===== src/pkg/bct_regs.vh =====
`ifndef BCT_REGS_VH
`define BCT_REGS_VH

// fixed rate table size and counter widths
`define BCT_RATE_COUNT 22
`define BCT_RATE_IDX_W 5
`define BCT_DIV_W 13
`define BCT_TIMER_W 16
`define BCT_TIMER_SRC_W 3
`define BCT_CONSUMERS 8
`define BCT_PHASE_W 4
`define BCT_PHASE_LAST 4'hf

// consumer select codes above the fixed rates
`define BCT_SEL_TIMER0 5'h16
`define BCT_SEL_TIMER1 5'h17

// timer clock source codes
`define BCT_SRC_COMM 3'h0
`define BCT_SRC_SYSCLK 3'h1
`define BCT_SRC_FIXED_FAST 3'h2
`define BCT_SRC_OTHER_TIMER 3'h3
`define BCT_SRC_EXT0 3'h4

// comm clock divisors for the 16x rates, nominal 3.6864 MHz comm clock
`define BCT_DIV_50 13'h1200
`define BCT_DIV_75 13'h0c00
`define BCT_DIV_110 13'h082f
`define BCT_DIV_134_5 13'h06b1
`define BCT_DIV_150 13'h0600
`define BCT_DIV_200 13'h0480
`define BCT_DIV_300 13'h0300
`define BCT_DIV_600 13'h0180
`define BCT_DIV_1200 13'h00c0
`define BCT_DIV_1800 13'h0080
`define BCT_DIV_2000 13'h0073
`define BCT_DIV_2400 13'h0060
`define BCT_DIV_4800 13'h0030
`define BCT_DIV_7200 13'h0020
`define BCT_DIV_9600 13'h0018
`define BCT_DIV_14K4 13'h0010
`define BCT_DIV_19K2 13'h000c
`define BCT_DIV_28K8 13'h0008
`define BCT_DIV_38K4 13'h0006
`define BCT_DIV_57K6 13'h0004
`define BCT_DIV_115K2 13'h0002
`define BCT_DIV_230K4 13'h0001

`endif


===== src/logic/bct_baud_clock_timing.v =====
`timescale 1ns/10ps
`include "bct_regs.vh"

// How it works
// 22 fixed 16x rates from comm clock
// faster comm clock scales all rates up
// all rates present, any consumer picks
// fixed outputs are sixteen times baud
// two independent 16-bit timers
// each timer picks one of eight sources
// control bit starts and stops timer
// square wave, half period from reload
// one countdown per half wave
// selected timer acts as 16x clock
// software computes reload from formula
// reload zero and one work
// consumers divide by 16, expose phases
// software rounds divide to integer
// system clock above twice comm clock
// doubled crystal doubles every rate
// comm input may stay unused
// timers reach consumers or output pin
// terminal count reloads and toggles
module bct_baud_clock_timing (
  input wire ref_clk,
  input wire rst,
  input wire comm_clock_input,
  input wire osc_enable,
  output wire crystal_drive_output,
  input wire [3:0] timer_ext_clk,
  input wire timer0_run,
  input wire [`BCT_TIMER_SRC_W-1:0] timer0_src_sel,
  input wire [7:0] timer0_reload_upper,
  input wire [7:0] timer0_reload_lower,
  input wire timer1_run,
  input wire [`BCT_TIMER_SRC_W-1:0] timer1_src_sel,
  input wire [7:0] timer1_reload_upper,
  input wire [7:0] timer1_reload_lower,
  output wire timer0_wave,
  output wire timer1_wave,
  output wire [`BCT_RATE_COUNT-1:0] fixed_rate_tick,
  input wire [`BCT_CONSUMERS*`BCT_RATE_IDX_W-1:0] consumer_sel,
  output wire [`BCT_CONSUMERS-1:0] consumer_tick,
  output wire [`BCT_CONSUMERS*`BCT_PHASE_W-1:0] consumer_phase,
  output wire [`BCT_CONSUMERS-1:0] consumer_bit_tick,
  input wire out_pin_enable,
  input wire out_pin_timer_sel,
  output wire general_output_pin
);

  function [`BCT_DIV_W-1:0] rate_div;
    input [`BCT_RATE_IDX_W-1:0] idx;
    begin
      case (idx)
        5'h00: rate_div = `BCT_DIV_50;
        5'h01: rate_div = `BCT_DIV_75;
        5'h02: rate_div = `BCT_DIV_110;
        5'h03: rate_div = `BCT_DIV_134_5;
        5'h04: rate_div = `BCT_DIV_150;
        5'h05: rate_div = `BCT_DIV_200;
        5'h06: rate_div = `BCT_DIV_300;
        5'h07: rate_div = `BCT_DIV_600;
        5'h08: rate_div = `BCT_DIV_1200;
        5'h09: rate_div = `BCT_DIV_1800;
        5'h0a: rate_div = `BCT_DIV_2000;
        5'h0b: rate_div = `BCT_DIV_2400;
        5'h0c: rate_div = `BCT_DIV_4800;
        5'h0d: rate_div = `BCT_DIV_7200;
        5'h0e: rate_div = `BCT_DIV_9600;
        5'h0f: rate_div = `BCT_DIV_14K4;
        5'h10: rate_div = `BCT_DIV_19K2;
        5'h11: rate_div = `BCT_DIV_28K8;
        5'h12: rate_div = `BCT_DIV_38K4;
        5'h13: rate_div = `BCT_DIV_57K6;
        5'h14: rate_div = `BCT_DIV_115K2;
        default: rate_div = `BCT_DIV_230K4;
      endcase
    end
  endfunction

  ////////////////////////////////////////////////////////////////////////////
  // pin synchronisers; edge detect reads only the second and third stage
  reg [4:0] pin_s1_q;
  reg [4:0] pin_s2_q;
  reg [4:0] pin_s3_q;
  reg xdrv_q;

  always @(posedge ref_clk) begin
    if (rst) begin
      pin_s1_q <= 5'h00;
      pin_s2_q <= 5'h00;
      pin_s3_q <= 5'h00;
      xdrv_q <= 1'b0;
    end else begin
      pin_s1_q <= {timer_ext_clk, comm_clock_input};
      pin_s2_q <= pin_s1_q;
      pin_s3_q <= pin_s2_q;
      // inverting drive only while the oscillator is enabled
      xdrv_q <= osc_enable & ~pin_s2_q[0];
    end
  end

  // edges are lost if ref_clk is not above twice the pin rates
  // relies on fast system clock
  wire [4:0] pin_rise = pin_s2_q & ~pin_s3_q;
  wire comm_tick = pin_rise[0];
  wire [3:0] ext_tick = pin_rise[4:1];
  assign crystal_drive_output = xdrv_q;

  ////////////////////////////////////////////////////////////////////////////
  // fixed rate divider
  reg [`BCT_RATE_COUNT-1:0] rate_tick_q;
  genvar gi;
  generate
    for (gi = 0; gi < `BCT_RATE_COUNT; gi = gi + 1) begin : g_rate
      reg [`BCT_DIV_W-1:0] cnt_q;
      localparam [31:0] rate_idx = gi;
      // divide comm clock
      // rates track comm clock
      // faster clock scales up
      // idle without comm edges
      always @(posedge ref_clk) begin
        if (rst) begin
          cnt_q <= {`BCT_DIV_W{1'b0}};
          rate_tick_q[gi] <= 1'b0;
        end else begin
          rate_tick_q[gi] <= 1'b0;
          if (comm_tick) begin
            if (cnt_q == rate_div(rate_idx[`BCT_RATE_IDX_W-1:0]) - 1'b1) begin
              cnt_q <= {`BCT_DIV_W{1'b0}};
              // sixteen times baud
              rate_tick_q[gi] <= 1'b1;
            end else begin
              cnt_q <= cnt_q + 1'b1;
            end
          end
        end
      end
    end
  endgenerate
  // all rates simultaneous
  assign fixed_rate_tick = rate_tick_q;

  ////////////////////////////////////////////////////////////////////////////
  // programmable timers
  wire t0_tick;
  wire t1_tick;
  wire [7:0] t0_src = {ext_tick, t1_tick, rate_tick_q[`BCT_RATE_COUNT-1], 1'b1, comm_tick};
  wire [7:0] t1_src = {ext_tick, t0_tick, rate_tick_q[`BCT_RATE_COUNT-1], 1'b1, comm_tick};

  // two independent timers
  bct_rate_timer u_timer0 (
    .ref_clk(ref_clk),
    .rst(rst),
    .src_tick(t0_src),
    .src_sel(timer0_src_sel),
    .run(timer0_run),
    .reload_upper(timer0_reload_upper),
    .reload_lower(timer0_reload_lower),
    .wave(timer0_wave),
    .tick16(t0_tick)
  );

  bct_rate_timer u_timer1 (
    .ref_clk(ref_clk),
    .rst(rst),
    .src_tick(t1_src),
    .src_sel(timer1_src_sel),
    .run(timer1_run),
    .reload_upper(timer1_reload_upper),
    .reload_lower(timer1_reload_lower),
    .wave(timer1_wave),
    .tick16(t1_tick)
  );

  ////////////////////////////////////////////////////////////////////////////
  // per consumer clock select and divide by sixteen
  generate
    for (gi = 0; gi < `BCT_CONSUMERS; gi = gi + 1) begin : g_cons
      wire [`BCT_RATE_IDX_W-1:0] sel = consumer_sel[gi*`BCT_RATE_IDX_W +: `BCT_RATE_IDX_W];
      reg pick;
      reg tick_q;
      reg bit_q;
      reg [`BCT_PHASE_W-1:0] phase_q;
      // timer as 16x clock
      // timers to consumers
      always @* begin
        pick = 1'b0;
        if (sel < `BCT_RATE_COUNT) begin
          pick = rate_tick_q[sel];
        end else if (sel == `BCT_SEL_TIMER0) begin
          pick = t0_tick;
        end else if (sel == `BCT_SEL_TIMER1) begin
          pick = t1_tick;
        end
      end
      // divide by 16
      always @(posedge ref_clk) begin
        if (rst) begin
          tick_q <= 1'b0;
          bit_q <= 1'b0;
          phase_q <= {`BCT_PHASE_W{1'b0}};
        end else begin
          tick_q <= pick;
          bit_q <= pick & (phase_q == `BCT_PHASE_LAST);
          if (pick) begin
            phase_q <= phase_q + 1'b1;
          end
        end
      end
      assign consumer_tick[gi] = tick_q;
      assign consumer_bit_tick[gi] = bit_q;
      assign consumer_phase[gi*`BCT_PHASE_W +: `BCT_PHASE_W] = phase_q;
    end
  endgenerate

  ////////////////////////////////////////////////////////////////////////////
  reg out_pin_q;
  always @(posedge ref_clk) begin
    if (rst) begin
      out_pin_q <= 1'b0;
    end else begin
      // timer to output pin
      out_pin_q <= out_pin_enable & (out_pin_timer_sel ? timer1_wave : timer0_wave);
    end
  end
  assign general_output_pin = out_pin_q;

endmodule


===== src/logic/bct_rate_timer.v =====
`timescale 1ns/10ps
`include "bct_regs.vh"

module bct_rate_timer (
  input wire ref_clk,
  input wire rst,
  input wire [7:0] src_tick,
  input wire [`BCT_TIMER_SRC_W-1:0] src_sel,
  input wire run,
  input wire [7:0] reload_upper,
  input wire [7:0] reload_lower,
  output wire wave,
  output wire tick16
);

  reg [`BCT_TIMER_W-1:0] count_q;
  reg wave_q;
  reg tick_q;
  reg run_q;
  wire [`BCT_TIMER_W-1:0] reload = {reload_upper, reload_lower};
  // reload written together with run still governs the first half period
  wire [`BCT_TIMER_W-1:0] count_now = run_q ? count_q : reload;

  ////////////////////////////////////////////////////////////////////////////
  always @(posedge ref_clk) begin
    if (rst) begin
      count_q <= {`BCT_TIMER_W{1'b0}};
      wave_q <= 1'b0;
      tick_q <= 1'b0;
      run_q <= 1'b0;
    end else begin
      tick_q <= 1'b0;
      run_q <= run;
      // stop holds reload
      if (!run) begin
        count_q <= reload;
        wave_q <= 1'b0;
      // selected source
      end else if (src_tick[src_sel]) begin
        // reload and toggle
        // zero and one legal: half period is reload plus one ticks
        if (count_now == {`BCT_TIMER_W{1'b0}}) begin
          count_q <= reload;
          // two countdowns per period
          wave_q <= ~wave_q;
          tick_q <= ~wave_q;
        end else begin
          count_q <= count_now - 1'b1;
        end
      end else begin
        count_q <= count_now;
      end
    end
  end

  // symmetrical square wave
  assign wave = wave_q;
  assign tick16 = tick_q;

endmodule


===== config.mk =====
export PLATFORM = sky130hd
export DESIGN_NAME = bct_baud_clock_timing
export DESIGN_NICKNAME = d
export VERILOG_FILES = /design/src/logic/bct_baud_clock_timing.v /design/src/logic/bct_rate_timer.v
export VERILOG_INCLUDE_DIRS = /design/src /design/src/pkg
export SDC_FILE = /design/constraint.sdc
export NUM_CORES = 1
export LEC_CHECK = 0
export BUFFER_PORTS_ARGS = -buffer_cell sky130_fd_sc_hd__buf_2
export CAP_MARGIN = 20
export CORE_UTILIZATION = 35
export CTS_BUF_LIST = sky130_fd_sc_hd__clkbuf_2
export CTS_CLUSTER_SIZE = 12
export DETAILED_ROUTE_END_ITERATION = 6
export HOLD_SLACK_MARGIN = 0.08
export PLACE_DENSITY = 0.51
export SYNTH_ARGS = -nofsm -noshare
export SYNTH_HDL_FRONTEND = slang
export SYNTH_HIERARCHICAL = 1
export SYNTH_SLANG_ARGS = --single-unit

===== constraint.sdc =====
create_clock -name ref_clk -period 3.4 [get_ports ref_clk]
set_input_delay 0.34 -clock ref_clk [delete_from_list [all_inputs] [get_ports ref_clk]]
set_output_delay 0.34 -clock ref_clk [all_outputs]
set_load 0.02 [all_outputs]

# ---- Word-level counts from Yosys, hierarchy flattened
# Cells that the tools add are included.
dict set report op_classes {
  add_sub_neg 32
  n_lt_le_gt_ge 18
  eq_ne 45
  mux 97
  n_bitwise 22
  reduce_logical 10
}
# operator n
set op_table {}
lappend op_table {{$add 13x1->13 const B} 22}
lappend op_table {{$mux 13} 22}
lappend op_table {{$mux 16} 8}
lappend op_table {{$eq 5x5->1 const B} 16}
lappend op_table {{$mux 1} 57}
lappend op_table {{$lt 5x6->1 const B} 8}
lappend op_table {{$bmux 1 s5} 8}
lappend op_table {{$lt 5x5->1 const B} 8}
lappend op_table {{$eq 13x11->1 const B} 3}
lappend op_table {{$eq 13x7->1 const B} 3}
lappend op_table {{$add 4x1->4 const B} 8}
lappend op_table {{$eq 4x4->1 const B} 8}
lappend op_table {{$logic_not 16->1} 2}
lappend op_table {{$sub 16x1->16 const B} 2}
lappend op_table {{$eq 13x12->1 const B} 2}
lappend op_table {{$eq 13x3->1 const B} 2}
lappend op_table {{$eq 13x4->1 const B} 2}
lappend op_table {{$eq 13x5->1 const B} 2}
lappend op_table {{$eq 13x1->1 const B} 1}
lappend op_table {{$eq 13x10->1 const B} 1}
lappend op_table {{$eq 13x13->1 const B} 1}
lappend op_table {{$eq 13x2->1 const B} 1}
lappend op_table {{$eq 13x6->1 const B} 1}
lappend op_table {{$eq 13x8->1 const B} 1}
lappend op_table {{11 further kinds} 35}
dict set report totals {
  reg_bits 411
  out_inout_bits 74
}

# ---- Logic depth before layout (Yosys ltp)
# Gate-level depths: netlist of the first run.
dict set report depth {
  ltp_word 6
  mapped_depth 14
  mapped_depth_nobuf 8
}

# ---- Hierarchy
# The synthesis of the first run kept the hierarchy.
# module instances cells_each area_per_inst_um2 seq_area_each_um2
set by_module_without_submodules {}
lappend by_module_without_submodules {bct_baud_clock_timing 1 1896 17037.6 7467.2}
lappend by_module_without_submodules {{bct_rate_timer at u_timer0} 1 207 1687.9 380.4}
lappend by_module_without_submodules {{bct_rate_timer at u_timer1} 1 197 1579.0 380.4}

# ---- Worst setup path before layout of the first run
# Ideal clock, no wire load.
dict set report synth_path {
  kind {reg2reg}
  start {register u_timer1.run_q}
  end {register u_timer1.wave_q, in the netlist u_timer1/wave}
  arrival_ps 3136
  setup_slack_ps 194
  path_stages_with_launch 13
  path_buffers 5
  synth_period_minus_slack_ps 3206
  cell_sequence {dfxtp_1 buf_6 clkbuf_1 buf_2 buf_1 mux2i_1 ha_1 inv_1 a211oi_2 nand4_2 buf_2 or3_1 a21oi_1}
}
dict set report synth_via {
  elab_chain_cells 3
}
# element line
set synth_lines {}
lappend synth_lines {{from (decl)} bct_rate_timer.v:19} ;# reg run_q;
lappend synth_lines {{from (signal assigned)} bct_rate_timer.v:33} ;# run_q <= run;
lappend synth_lines {{$mux 16} bct_rate_timer.v:22} ;# wire [`BCT_TIMER_W-1:0] count_now = run_q ? count_q : reload;
lappend synth_lines {{$logic_not 16->1} bct_rate_timer.v:42} ;# if (count_now == {`BCT_TIMER_W{1'b0}}) begin
lappend synth_lines {{$reduce_and 2->1 (no source line)} -}
lappend synth_lines {{to (signal assigned)} bct_rate_timer.v:45} ;# wave_q <= ~wave_q;
lappend synth_lines {{to (decl)} bct_rate_timer.v:17} ;# reg wave_q;
# No other way between the ends.
# A chain may end at the register's enable or synchronous reset.

# ---- Worst setup path after layout of the first run
dict set report layout_path {
  start {register u_timer1.run_q}
  end {register u_timer1.count_q[15]}
}
dict set report layout_via {
  elab_chain_cells 5
  word_cells_on_any_way 6
}
# element line
set layout_lines {}
lappend layout_lines {{$mux 16 *} bct_rate_timer.v:22}
lappend layout_lines {{$sub 16x1->16 / $logic_not 16->1 (equally long branches)} {bct_rate_timer.v:48, bct_rate_timer.v:42}}
lappend layout_lines {{$mux 16} bct_rate_timer.v:42}
lappend layout_lines {{$mux 16 *} bct_rate_timer.v:39} ;# end else if (src_tick[src_sel]) begin
lappend layout_lines {{$mux 16 *} bct_rate_timer.v:35} ;# if (!run) begin
lappend layout_lines {{to (signal assigned)} bct_rate_timer.v:36} ;# count_q <= reload;
lappend layout_lines {{to (signal assigned)} bct_rate_timer.v:43} ;# count_q <= reload;
lappend layout_lines {{to (signal assigned)} bct_rate_timer.v:48} ;# count_q <= count_now - 1'b1;
lappend layout_lines {{to (decl)} bct_rate_timer.v:16} ;# reg [`BCT_TIMER_W-1:0] count_q;
# Mark *: on every way between the ends. The rest lies on a longest branch, timed or not.

==> metrics.md, run 1 <==
| Metric | Value |
|---|---|
| Most frequent cells in the layout | dfxtp_1, nor2_1, nand2_1, xor2_1, dlygate4sd3_1 |
| Die width | 243 µm |
| Top FF cell, synth | dfxtp_1 |
| Main combinational cell family by area after synthesis | simple AND/OR/NAND/NOR gates |
| Placer Congestion | around 0.84 |
| Mux cell area share after synthesis | 8.51% |
| FF-to-FF setup slack | roughly 0.11 ns |
| Starting Density | roughly 36% |
| Max-slew violations | 0 |
| Vias in the first global route | approximately 18,000 |
| Fin crit period | about 3.3 ns |
| Avg Inst Size Synth | approximately 8.8 µm² |
| Cell area after synthesis | 0.0203 mm² |
| Nets | approximately 2,800 |
| Post-Synth XOR/XNOR Area | between 10% and 20% |
| Initial antenna violation count | 4 |
| Critical path class | flop to flop |
| Average routed wire per standard cell | ~16 µm |
| Simple-gate share of the synthesized area | a little over a quarter |
| CP required | ~4.5 ns |
| Slew HR | between 50% and 60% |
| Post-DP HPWL | between 30,000 and 40,000 µm |
| Number of port buffers | roughly 160 |
| Worst setup SP type | flop |
| Lkg Pwr | around 0.0098 µW |
| Routed vias/inst | ~5 |
| Total track usage | between 10% and 20% |
| Area grow syn2layout | 22.1% |
| Distinct cell type count after synthesis | just over 90 |
| Insertion delay to the later sink of the worst-skew pair | 1.20 ns |
| Fmax | 304 MHz |
| Layout cells sized above 1 | 16.5% |
| Largest net degree at the start of global routing | 62 |
| Core ar. | 0.0568 mm² |
| Worst EP arrival | between 4 and 5 ns |
| Cells along the critical path | buf_4, or4b_2, a211oi_4, nand3_1, dlygate4sd3_1, o21a_1, dlygate4sd3_1, a21oi_1 |
| CTS tree | built |
| Worst min-delay path category | primary input to flop |
| Synth Area in Adders | about 2.5% |
| Crit path max fanout | 12 |
| Sequential area share after synthesis | between 40 and 50% |
| Beginning of the worst hold path | timer1_reload_lower[0] |
| CTS Root Cell | clkbuf_2 |
| Post-Syn Instances | between 2,000 and 2,500 |
| I/O pin count | 164 |
| Residual DRC | 0 |
| Tcrit/Tclk final | 96.8% |
| Most used cell, CP | dlygate4sd3_1 |
| Max Cap Viol | 0 |
| CP max stage cell | or4b_2 |
| Worst path max stage delay | roughly 0.67 ns |
| CTS max path bufs | 3 |
| Power Total | ~9400 µW |
| CP top delay family | buffers and inverters |
| Hold slack final | ~0.23 ns |
| CP endpoint kind | flop |
| Outcome | finished clean |
| Least-Margin Pin Slew | 0.739 ns |
| Post-route ant nets | 0 |
| Clk slew on worst S/H paths | between 0.1 and 0.15 ns |
| Synth Area in Compound Gates | 7.52% |
| Ys async rst share | 0% |
| Worst reg2reg startpoint | u_timer1/run_q |
| First-pass GRT wire length | slightly above 90,000 µm |
| Final count of hold timing violations | 0 |
| Row count | 87 |
| CTS Buf Count | between 100 and 150 |
| PD cells | ~380 mW/mm² |
| CTS Sinks | between 400 and 500 |
| Worst Clk Skew | approximately 0.14 ns |
| Critical path capture point | u_timer1/count_q[15] |
| Drt total wl | 55,600 µm |
| H-tree depth | 3 |
| Setup violators final | 0 |
| Most common cell after layout, fill and taps aside | dfxtp_1 |
| Critical Path Start | u_timer1/run_q |
| DIE AREA | a little under 0.06 mm² |
| Die height | roughly 240 µm |
| Via count | 18,200 |
| Worst path bufs/invs | 3 |
| WP depth | 8 |
| FF-to-FF path depth | 8 |
| Worst r2r dst | u_timer1/count_q[15] |
| TritonRoute pass-1 iters | 7 |
| Yosys reg bits | between 400 and 500 |
| First DRT Iteration DRCs | between 800 and 900 |
| Grt total ovfl | 0 |
| VDD IR max | between 150 and 200 µV |
| Synthesis Warnings | 6 |
| Post-synth EDFFs | 0 |
## power by group
part | internal [µW] | switching (µW)
combinational | 403 | 487
sequential | 4880 | 67.1
clock | 1370 | 2200
total | 6650 | 2750
## per-stage QoR
step	utilization, %	setup TNS (ns)	instances	setup WS [ns]	cell area, µm²
after CTS	43.5	0	3538	0.0102	24700
after detailed placement	38.4	0	3143	0.477	21800
after global routing	43.6	-0.0133	3543	-0.0133	24800
after global placement	38.4	0	3143	0.494	21800
after floorplan	-	0	2301	0.194	20300
final	43.6	0	3543	0.109	24800
## worst register-to-register path: cells and delay by family, from the launching register on
kind,cells,cell delay (ns)
buffers and inverters,3,1.34
and+or+nand+nor,2,0.78
AOI/OAI and AO/OA,3,0.69
DFF,1,0.42
## worst min-delay path by stage
stage                                end  slack, ns  cells past startpoint
finish               u_timer1/count_q[0]       0.23                      5
global route         u_timer1/count_q[8]       0.15                      3
CTS                 u_timer1/count_q[11]       0.08                      5
detailed placement           pin_s2_q[2]       0.42                      1
global placement             pin_s2_q[4]       0.42                      1
floorplan            u_timer1/count_q[4]       0.41                      1
## kinds of logic (layout without fill, tap and decap cells)
group | after synthesis | after routing
AND/OR/NAND/NOR | 1096 | 1096
AO/OA/AOI/OAI | 232 | 232
adder cells (fa/ha/maj) | 40 | 40
flip-flops | 411 | 411
XOR/XNOR | 267 | 267
multiplexers | 118 | 118
buffers and inverters | 135 | 619
other | 1 | 4
## per-layer routing
metal / share of wire [%] / global-route usage [%] / routed length [µm] / up-vias
met5: 0 / 0 / 0 / -
met4: 2.6 / 8.19 / 1460 / 0
met3: 6.6 / 4.09 / 3660 / 122
met2: 45 / 30.1 / 25100 / 569
met1: 46 / 23.7 / 25300 / 8587
li1: - / - / - / 8934
## flip-flops by register name (all words and copies together), names as in the netlist
name and flops:
u_timer0/wave 1, pin_s1_q 5, u_timer1/run_q 1, u_timer1/tick16 1
general_output_pin 1, u_timer1/wave 1, crystal_drive_output 1, g_cons.tick_q 8
pin_s3_q 5, u_timer0/run_q 1, g_cons.phase_q 32, g_cons.bit_q 8
fixed_rate_tick 22, u_timer0/count_q 16, u_timer0/tick16 1, pin_s2_q 5
g_rate.cnt_q 286, u_timer1/count_q 16
## final cells by class
class	count	area (µm²)
Timing Repair Buffer	376	2930
Sequential cell	411	8230
Clock buffer	167	836
Inverter	36	148
Clock inverter	40	203
Multi-Input combinational cell	1755	11500
Fill cell	5686	32000
Tap cell	756	946
Antenna cell	2	5.00
## synthesized netlist by cell type (all sizes together), types with 3 or more instances
master	n	share of area, %
nand3b	5	0.18
o2111ai	5	0.22
o21ai	61	1.6
nor4	42	1.4
nor2	389	7.2
and4	22	0.95
o31ai	3	0.11
a211oi	11	0.46
or4	7	0.28
nand2b	23	0.71
clkbuf	51	0.94
nor2b	33	1.0
a31oi	8	0.25
inv	35	0.65
or4b	5	0.25
or2	8	0.25
o221ai	6	0.26
nor3b	9	0.33
buf	48	1.4
xor2	191	8.2
o22ai	11	0.34
o211ai	5	0.18
nor3	52	1.3
nand3	96	2.4
a22o	3	0.13
ha	40	2.5
nand4	70	2.2
and3	51	1.6
nand4b	3	0.13
or3b	7	0.30
mux2	25	1.4
nor4b	11	0.47
dfxtp	411	41
xnor2	76	3.3
nand2	217	4.0
a21oi	74	1.8
and2	10	0.31
mux4	40	4.5
mux2i	53	2.6
a2111oi	8	0.47
or3	32	0.99
o32ai	10	0.43
## what timing repair did
| action | CTS | global route |
|---|---|---|
| setup buffers | 0 | 3 |
| endpoints found under the setup margin | 0 | 20 |
| hold endpoints to repair | 171 | 0 |
| hold buffers | 188 | 0 |
| resized for setup | 0 | 9 |
Power figures use the tool's default switching activity.
==> run 2, diff against run 1 <==
- ABC_AREA: unset -> 0
- BUFFER_PORTS_ARGS: -buffer_cell sky130_fd_sc_hd__buf_2 -> unset
- DONT_BUFFER_PORTS: unset -> 1
- PLACE_DENSITY: 0.51 -> 0.47
- clock period: 3.4 -> 3.15 ns (I/O delays scaled with it)
==> metrics.md, run 2 (same netlist as run 1, synthesis figures left out) <==
| Metric | Value |
|---|---|
| Setup violators final | 0 (unchanged) |
| I/O pin count | 164 (unchanged) |
| Max FFs per register | 286 (unchanged) |
| Core ar. | 0.0568 mm² (unchanged) |
| H-tree depth | 3 (unchanged) |
| Post-Place Setup Slack | 0.292 ns (-0.185 ns) |
| Cells along the critical path | mux4_2, mux2i_1, nor3b_1, dlygate4sd3_1, nor2_1, xor2_1, dlygate4sd3_1, nor2_1 |
| CP max stage cell | dlygate4sd3_1 |
| Power Total | 9840 µW (+4.7%) |
| Tcrit/Tclk final | 96.1% (-0.73 points) |
| Worst path bufs/invs | 2 (-1) |
| PD cells | 417 mW/mm² (+10%) |
| Critical path class | flop to flop |
| Most common cell after layout, fill and taps aside | dfxtp_1 |
| Insertion delay to the later sink of the worst-skew pair | 1.08 ns (-0.12 ns) |
| Grt total ovfl | 0 (unchanged) |
| Post-layout util | 41.5% (-2.1 points) |
| First-pass GRT wire length | 87,400 µm (-3.4%) |
| First DRT Iteration DRCs | 871 (-1.4%) |
| Final worst setup slack | 0.124 ns (+0.0151 ns) |
| CP top delay family | buffers and inverters |
| DIE AREA | 0.0590 mm² (unchanged) |
| CP endpoint kind | flop |
| Routed vias/inst | 5.20 (+1.2%) |
| Nets | 2,624 (-7.0%) |
| RSZ-0062 raised after global routing | false |
| Via count | 17,300 (-5.0%) |
| TritonRoute pass-1 iters | 7 (unchanged) |
| Layout filler cell count | 5,792 (+1.9%) |
| Number of port buffers | 0 (-100%) |
| CTS tree | built |
| Total track usage | 17.9% (-0.67 points) |
| Initial antenna violation count | 3 (-1) |
| CP required | 4.04 ns (-0.48 ns) |
| Average routed wire per standard cell | 16.1 µm (+2.5%) |
| Max-slew violations | 0 (unchanged) |
| Fmax | 330 MHz (+8.8%) |
| Worst setup SP type | flop |
| Crit path max fanout | 9 (-3) |
| Lkg Pwr | 0.00882 µW (-9.9%) |
| Least-Margin Pin Slew | 0.855 ns (+0.116 ns) |
| Placer Congestion | 0.860 (+2.5%) |
| Worst min-delay path category | primary input to flop |
| Starting Density | 35.7% (unchanged) |
| Die height | 243 µm (unchanged) |
| Worst EP arrival | 3.92 ns (-0.49 ns) |
| Fin crit period | 3.03 ns (-0.265 ns) |
| Die width | 243 µm (unchanged) |
| Vias in the first global route | 16,800 (-6.8%) |
| Area grow syn2layout | 16.1% |
| CTS Root Cell | clkbuf_2 |
| Drt total wl | 53,500 µm (-3.8%) |
| CTS max path bufs | 3 (unchanged) |
| Outcome | finished clean |
| Post-CTS setup buffer count | 0 (unchanged) |
| Reg with most FFs | g_rate.cnt_q |
| Clk slew on worst S/H paths | 0.11 ns (about the same) |
| Post-DP HPWL | 35,500 µm (-0.39%) |
| CTS Buf Count | 106 (-6.2%) |
| Final count of hold timing violations | 0 (unchanged) |
| Worst path max stage delay | 0.57 ns (-0.10 ns) |
| Most frequent cells in the layout | dfxtp_1, nor2_1, nand2_1, xor2_1, dlygate4sd3_1 |
| Residual DRC | 0 (unchanged) |
| Post-route ant nets | 0 (unchanged) |
| VDD IR max | 169 µV (-15%) |
| Final TNS setup | 0 ns (unchanged) |
| Row count | 87 (unchanged) |
| Worst Clk Skew | 0.0947 ns (-0.0496 ns) |
| Largest net degree at the start of global routing | 146 (+140%) |
| Layout cells sized above 1 | 11.6% (-4.9 points) |
| CTS Sinks | 411 (unchanged) |
| Max Cap Viol | 0 (unchanged) |
| Slew HR | 42.8% (-7.6 points) |
run 2: cell types whose count changed in the layout (fill, tap and decap cells not counted), sizes merged:
cell         change
buf            -157
dlygate4sd3     -35
clkbuf          -19
clkinv           -7
bufinv           +2
diode            +2
inv              -2
run 2: stage by stage:
stage               instance area (µm²)  cells  hold slack [ns]
global route                      23600   3326            0.176
floorplan                         20300   2301            0.387
global placement                  21000   2988            0.398
CTS                               23500   3323           0.0885
detailed placement                21000   2988            0.406
finish                            23600   3327            0.241
run 2: worst paths after layout:
kind | from | end | slack (ns) | cells past startpoint
worst min-delay path | timer0_reload_lower[6] | u_timer0/count_q[6] | 0.24 | 4
worst max register to register | fixed_rate_tick[13] | g_cons[6].phase_q[0] | 0.12 | 8
worst max-delay path | fixed_rate_tick[13] | g_cons[6].phase_q[0] | 0.12 | 8
worst min register to register | pin_s1_q[0] | pin_s2_q[0] | 0.43 | 1
run 2: layer usage:
metal / track usage [%] / routed length [µm]
met4: 7.36 / 1360
met5: 0 / 0
met3: 4.16 / 3510
met2: 28.8 / 24300
met1: 23.0 / 24300
run 2: cell type report:
type                       count  area, µm²  share of cell area, %
multi-input combinational   1755      11500                   48.7
sequential                   411       8250                   35.0
timing repair buffer         184       1830                   7.74
tap                          756        946                   4.01
clock buffer                 148        741                   3.14
clock inverter                33        191                  0.812
inverter                      36        138                  0.584
antenna                        4       10.0                 0.0425
run 2: power by group:
group	switching [µW]	leakage, µW	internal, µW
Sequential	88.7	0.00334	5270
Clock	2240	0.000698	1430
Combinational	446	0.00479	368
Total	2770	0.00882	7070
run 2: what timing repair did:
action | CTS | global route
hold endpoints to repair | 378 | 0
setup endpoints to repair | 0 | 17
hold buffers | 154 | 0
resized for setup | 0 | 24
run 2: worst reg2reg max path, delay by kind of cell (launching register included):
family	cells	cell delay [ns]
DFF	1	0.43
buffers and inverters	2	1.14
muxes	2	0.68
xor gates and xnor gates	1	0.19
and+or+nand+nor	3	0.41
==> run 3, diff against run 2 <==
- ABC_AREA: 0 -> 1
==> metrics.md, run 3 <==
| Metric | Value |
|---|---|
| Row count | 94 (+8.0%) |
| Lkg Pwr | 0.0115 µW (+30%) |
| Least-Margin Pin Slew | 0.855 ns (+0.000312 ns) |
| DIE AREA | 0.0687 mm² (+16%) |
| CP endpoint kind | flop |
| CTS tree | built |
| First DRT Iteration DRCs | 1,281 (+47%) |
| Vias in the first global route | 22,400 (+33%) |
| Cell area after synthesis | 0.0237 mm² (+17%) |
| Die height | 262 µm (+7.9%) |
| Final count of hold timing violations | 0 (unchanged) |
| Post-DP Area | 0.0243 mm² (+16%) |
| Fin area | 0.0278 mm² (+18%) |
| Core ar. | 0.0663 mm² (+17%) |
| Worst setup SP type | flop |
| Initial antenna violation count | 5 (+2) |
| H-tree depth | 3 (unchanged) |
| Main area contributors after synthesis | dfxtp_1, nand2_1, nand3_1 |
| Multi-input logic area | 0.0130 mm² (+13%) |
| Total track usage | 19.7% (+1.8 points) |
| CTS Root Cell | clkbuf_2 |
| Residual DRC | 0 (unchanged) |
| Layout filler cell count | 7,186 (+24%) |
| Reg with most FFs | g_rate.cnt_q |
| CP top delay family | buffers and inverters |
| Worst min-delay path category | primary input to flop |
| Insertion delay to the later sink of the worst-skew pair | 1.22 ns (+0.14 ns) |
| Max FFs per register | 286 (unchanged) |
| VDD IR max | 209 µV (+24%) |
| Worst Clk Skew | 0.103 ns (+0.00865 ns) |
| Top-area cell type share of the netlist area | 34.8% (-5.8 points) |
| Synth area leader | dfxtp_1 |
| RSZ-0062 raised after global routing | true |
| CTS max path bufs | 3 (unchanged) |
| Crit path max fanout | 23 (+14) |
| I/O pin count | 164 (unchanged) |
| Slew HR | 43.0% (+0.17 points) |
| Avg Inst Size Synth | 6.53 µm² (-26%) |
| Max Cap Viol | 0 (unchanged) |
| Nets | 4,023 (+53%) |
| Top FF cell, synth | dfxtp_1 |
| Routed vias/inst | 4.85 (-6.7%) |
| Fmax | 339 MHz (+2.5%) |
| Setup violators final | 0 (unchanged) |
| Yosys reg bits | 411 (unchanged) |
| Ys async rst share | 0% (unchanged) |
| Cells along the critical path | buf_8, nand2_1, nand2_2, ha_1, nand3_1, nor2_1, nand3_1, nor2_1, buf_4, nand3_1, dlygate4sd3_1, nand2_1, dlygate4sd3_1 |
| Most instantiated library cell after synthesis | nand2_1 |
| Via count | 23,600 (+36%) |
| Most common cell after layout, fill and taps aside | nand2_1 |
| Final worst setup slack | 0.198 ns (+0.0742 ns) |
| Most frequent cells in the layout | nand2_1, inv_1, nor2_1, dfxtp_1, nand3_1 |
| Placer Congestion | 0.819 (-4.7%) |
| Post-DP HPWL | 45,300 µm (+27%) |
| Max-slew violations | 0 (unchanged) |
| Worst EP arrival | 4.09 ns (+0.17 ns) |
| Post-route ant nets | 0 (unchanged) |
| Critical path class | flop to flop |
| CTS Buf Count | 117 (+10%) |
| CTS Sinks | 411 (unchanged) |
| Starting Density | 35.7% (-0.046 points) |
| Die width | 262 µm (+7.9%) |
| Post-Place Setup Slack | 0.684 ns (+0.392 ns) |
| Post-synth EDFFs | 0 (unchanged) |
| Sequential area share after synthesis | 34.8% (-5.8 points) |
| Average routed wire per standard cell | 14.1 µm (-12%) |
| Fin crit period | 2.95 ns (-0.0742 ns) |
| Area grow syn2layout | 17.5% |
| Post-synth top cells | nand2_1, inv_1, nor2_1 |
| Drt total wl | 68,600 µm (+28%) |
| Area occupied by registers | 0.00825 mm² (about the same) |
| CP required | 4.29 ns (+0.25 ns) |
| Synthesis Warnings | 6 (unchanged) |
| Post-Syn Instances | 3,625 (+58%) |
| Number of port buffers | 0 (unchanged) |
| CP max stage cell | dlygate4sd3_1 |
| PD cells | 391 mW/mm² (-6.4%) |
| Grt total ovfl | 0 (unchanged) |
| Distinct cell type count after synthesis | 61 (-33%) |
| Clk slew on worst S/H paths | 0.09 ns (-0.02 ns) |
| Outcome | finished clean |
| Largest net degree at the start of global routing | 164 (+12%) |
| Worst path max stage delay | 0.59 ns (+0.02 ns) |
| Layout cells sized above 1 | 9.89% (-1.7 points) |
| First-pass GRT wire length | 111,000 µm (+27%) |
| Tcrit/Tclk final | 93.7% (-2.4 points) |
| Worst path bufs/invs | 4 (+2) |
| TritonRoute pass-1 iters | 5 (-2) |
| Most used cell, CP | nand3_1 |
## run 3: cell count changes after synthesis, moves of 53 or more
cell / previous run / this run
nand2_1: 217 / 899
inv_1: 35 / 468
nand3_1: 96 / 384
xor2_1: 191 / 41
a21oi_1: 74 / 204
o21ai_0: 51 / 119
nor3_1: 51 / 118
xnor2_1: 76 / 19
mux2i_1: 53 / 0
## run 3: power by group
group	internal, µW	leakage [µW]	switching (µW)
Combinational	528	0.00731	781
Clock	1680	0.000826	2470
Sequential	5290	0.00334	121
Total	7500	0.0115	3370
## run 3: kinds of logic after synthesis
group	after synthesis	synth area share, %
xor gates and xnor gates	60	2.22
other	1	0.0158
buffers and inverters	591	10.5
and+or+nand+nor	2117	41.0
adders and majority gates	40	2.11
AOI/OAI and AO/OA	405	9.42
DFF	411	34.8
## run 3: routing by layer
layer / wire length, µm / track usage [%] / vias up / share of wire [%]
li1: - / - / 12400 / -
met1: 31900 / 25.0 / 10600 / 47
met2: 31600 / 33.2 / 443 / 46
met3: 3400 / 3.98 / 129 / 5.0
met4: 1700 / 6.73 / 0 / 2.5
met5: 0 / 0 / - / 0
## run 3: final cells by class
cell class / count / share of cell area, %
clock buffers: 177 / 3.19
diodes: 7 / 0.0630
well taps: 864 / 3.89
clock inverters: 34 / 0.715
repair buffers: 252 / 9.09
inverters: 487 / 6.68
multi-input cells: 2624 / 46.7
flip-flops and latches: 411 / 29.7
## run 3: worst reg2reg max path, delay by kind of cell, from the launching register on
| kind | cells | cell delay (ns) |
|---|---|---|
| flops | 1 | 0.39 |
| buf+inv | 4 | 1.54 |
| simple gates | 8 | 0.75 |
| fa+ha+maj | 1 | 0.22 |
## run 3: path summary, 6_finish.rpt
check / startpoint / to / slack, ns / cells past startpoint
worst max-delay path: u_timer1/run_q / u_timer1/wave / 0.20 / 13
worst max register to register: u_timer1/run_q / u_timer1/wave / 0.20 / 13
worst min-delay path: consumer_sel[29] / g_cons[5].phase_q[1] / 0.20 / 6
worst min register to register: pin_s1_q[1] / pin_s2_q[1] / 0.41 / 2
## run 3: stage by stage
stage | power, µW | instances | utilization [%] | TNS, ns | hold slack, ns
floorplan | 6350 | 3626 | - | 0 | 0.384
global placement | 6510 | 4411 | 36.7 | 0 | 0.405
detailed placement | 6500 | 4411 | 36.7 | 0 | 0.403
CTS | 11100 | 4839 | 41.6 | 0 | 0.0845
global route | 11600 | 4855 | 41.9 | -0.0173 | 0.136
finish | 10900 | 4856 | 41.9 | 0 | 0.195
## run 3: repair_timing
item,CTS,global route
hold endpoints to repair,411,0
gates resized for setup,0,33
hold buffers,217,0
endpoints found under the setup margin,0,51
setup buffers,0,9
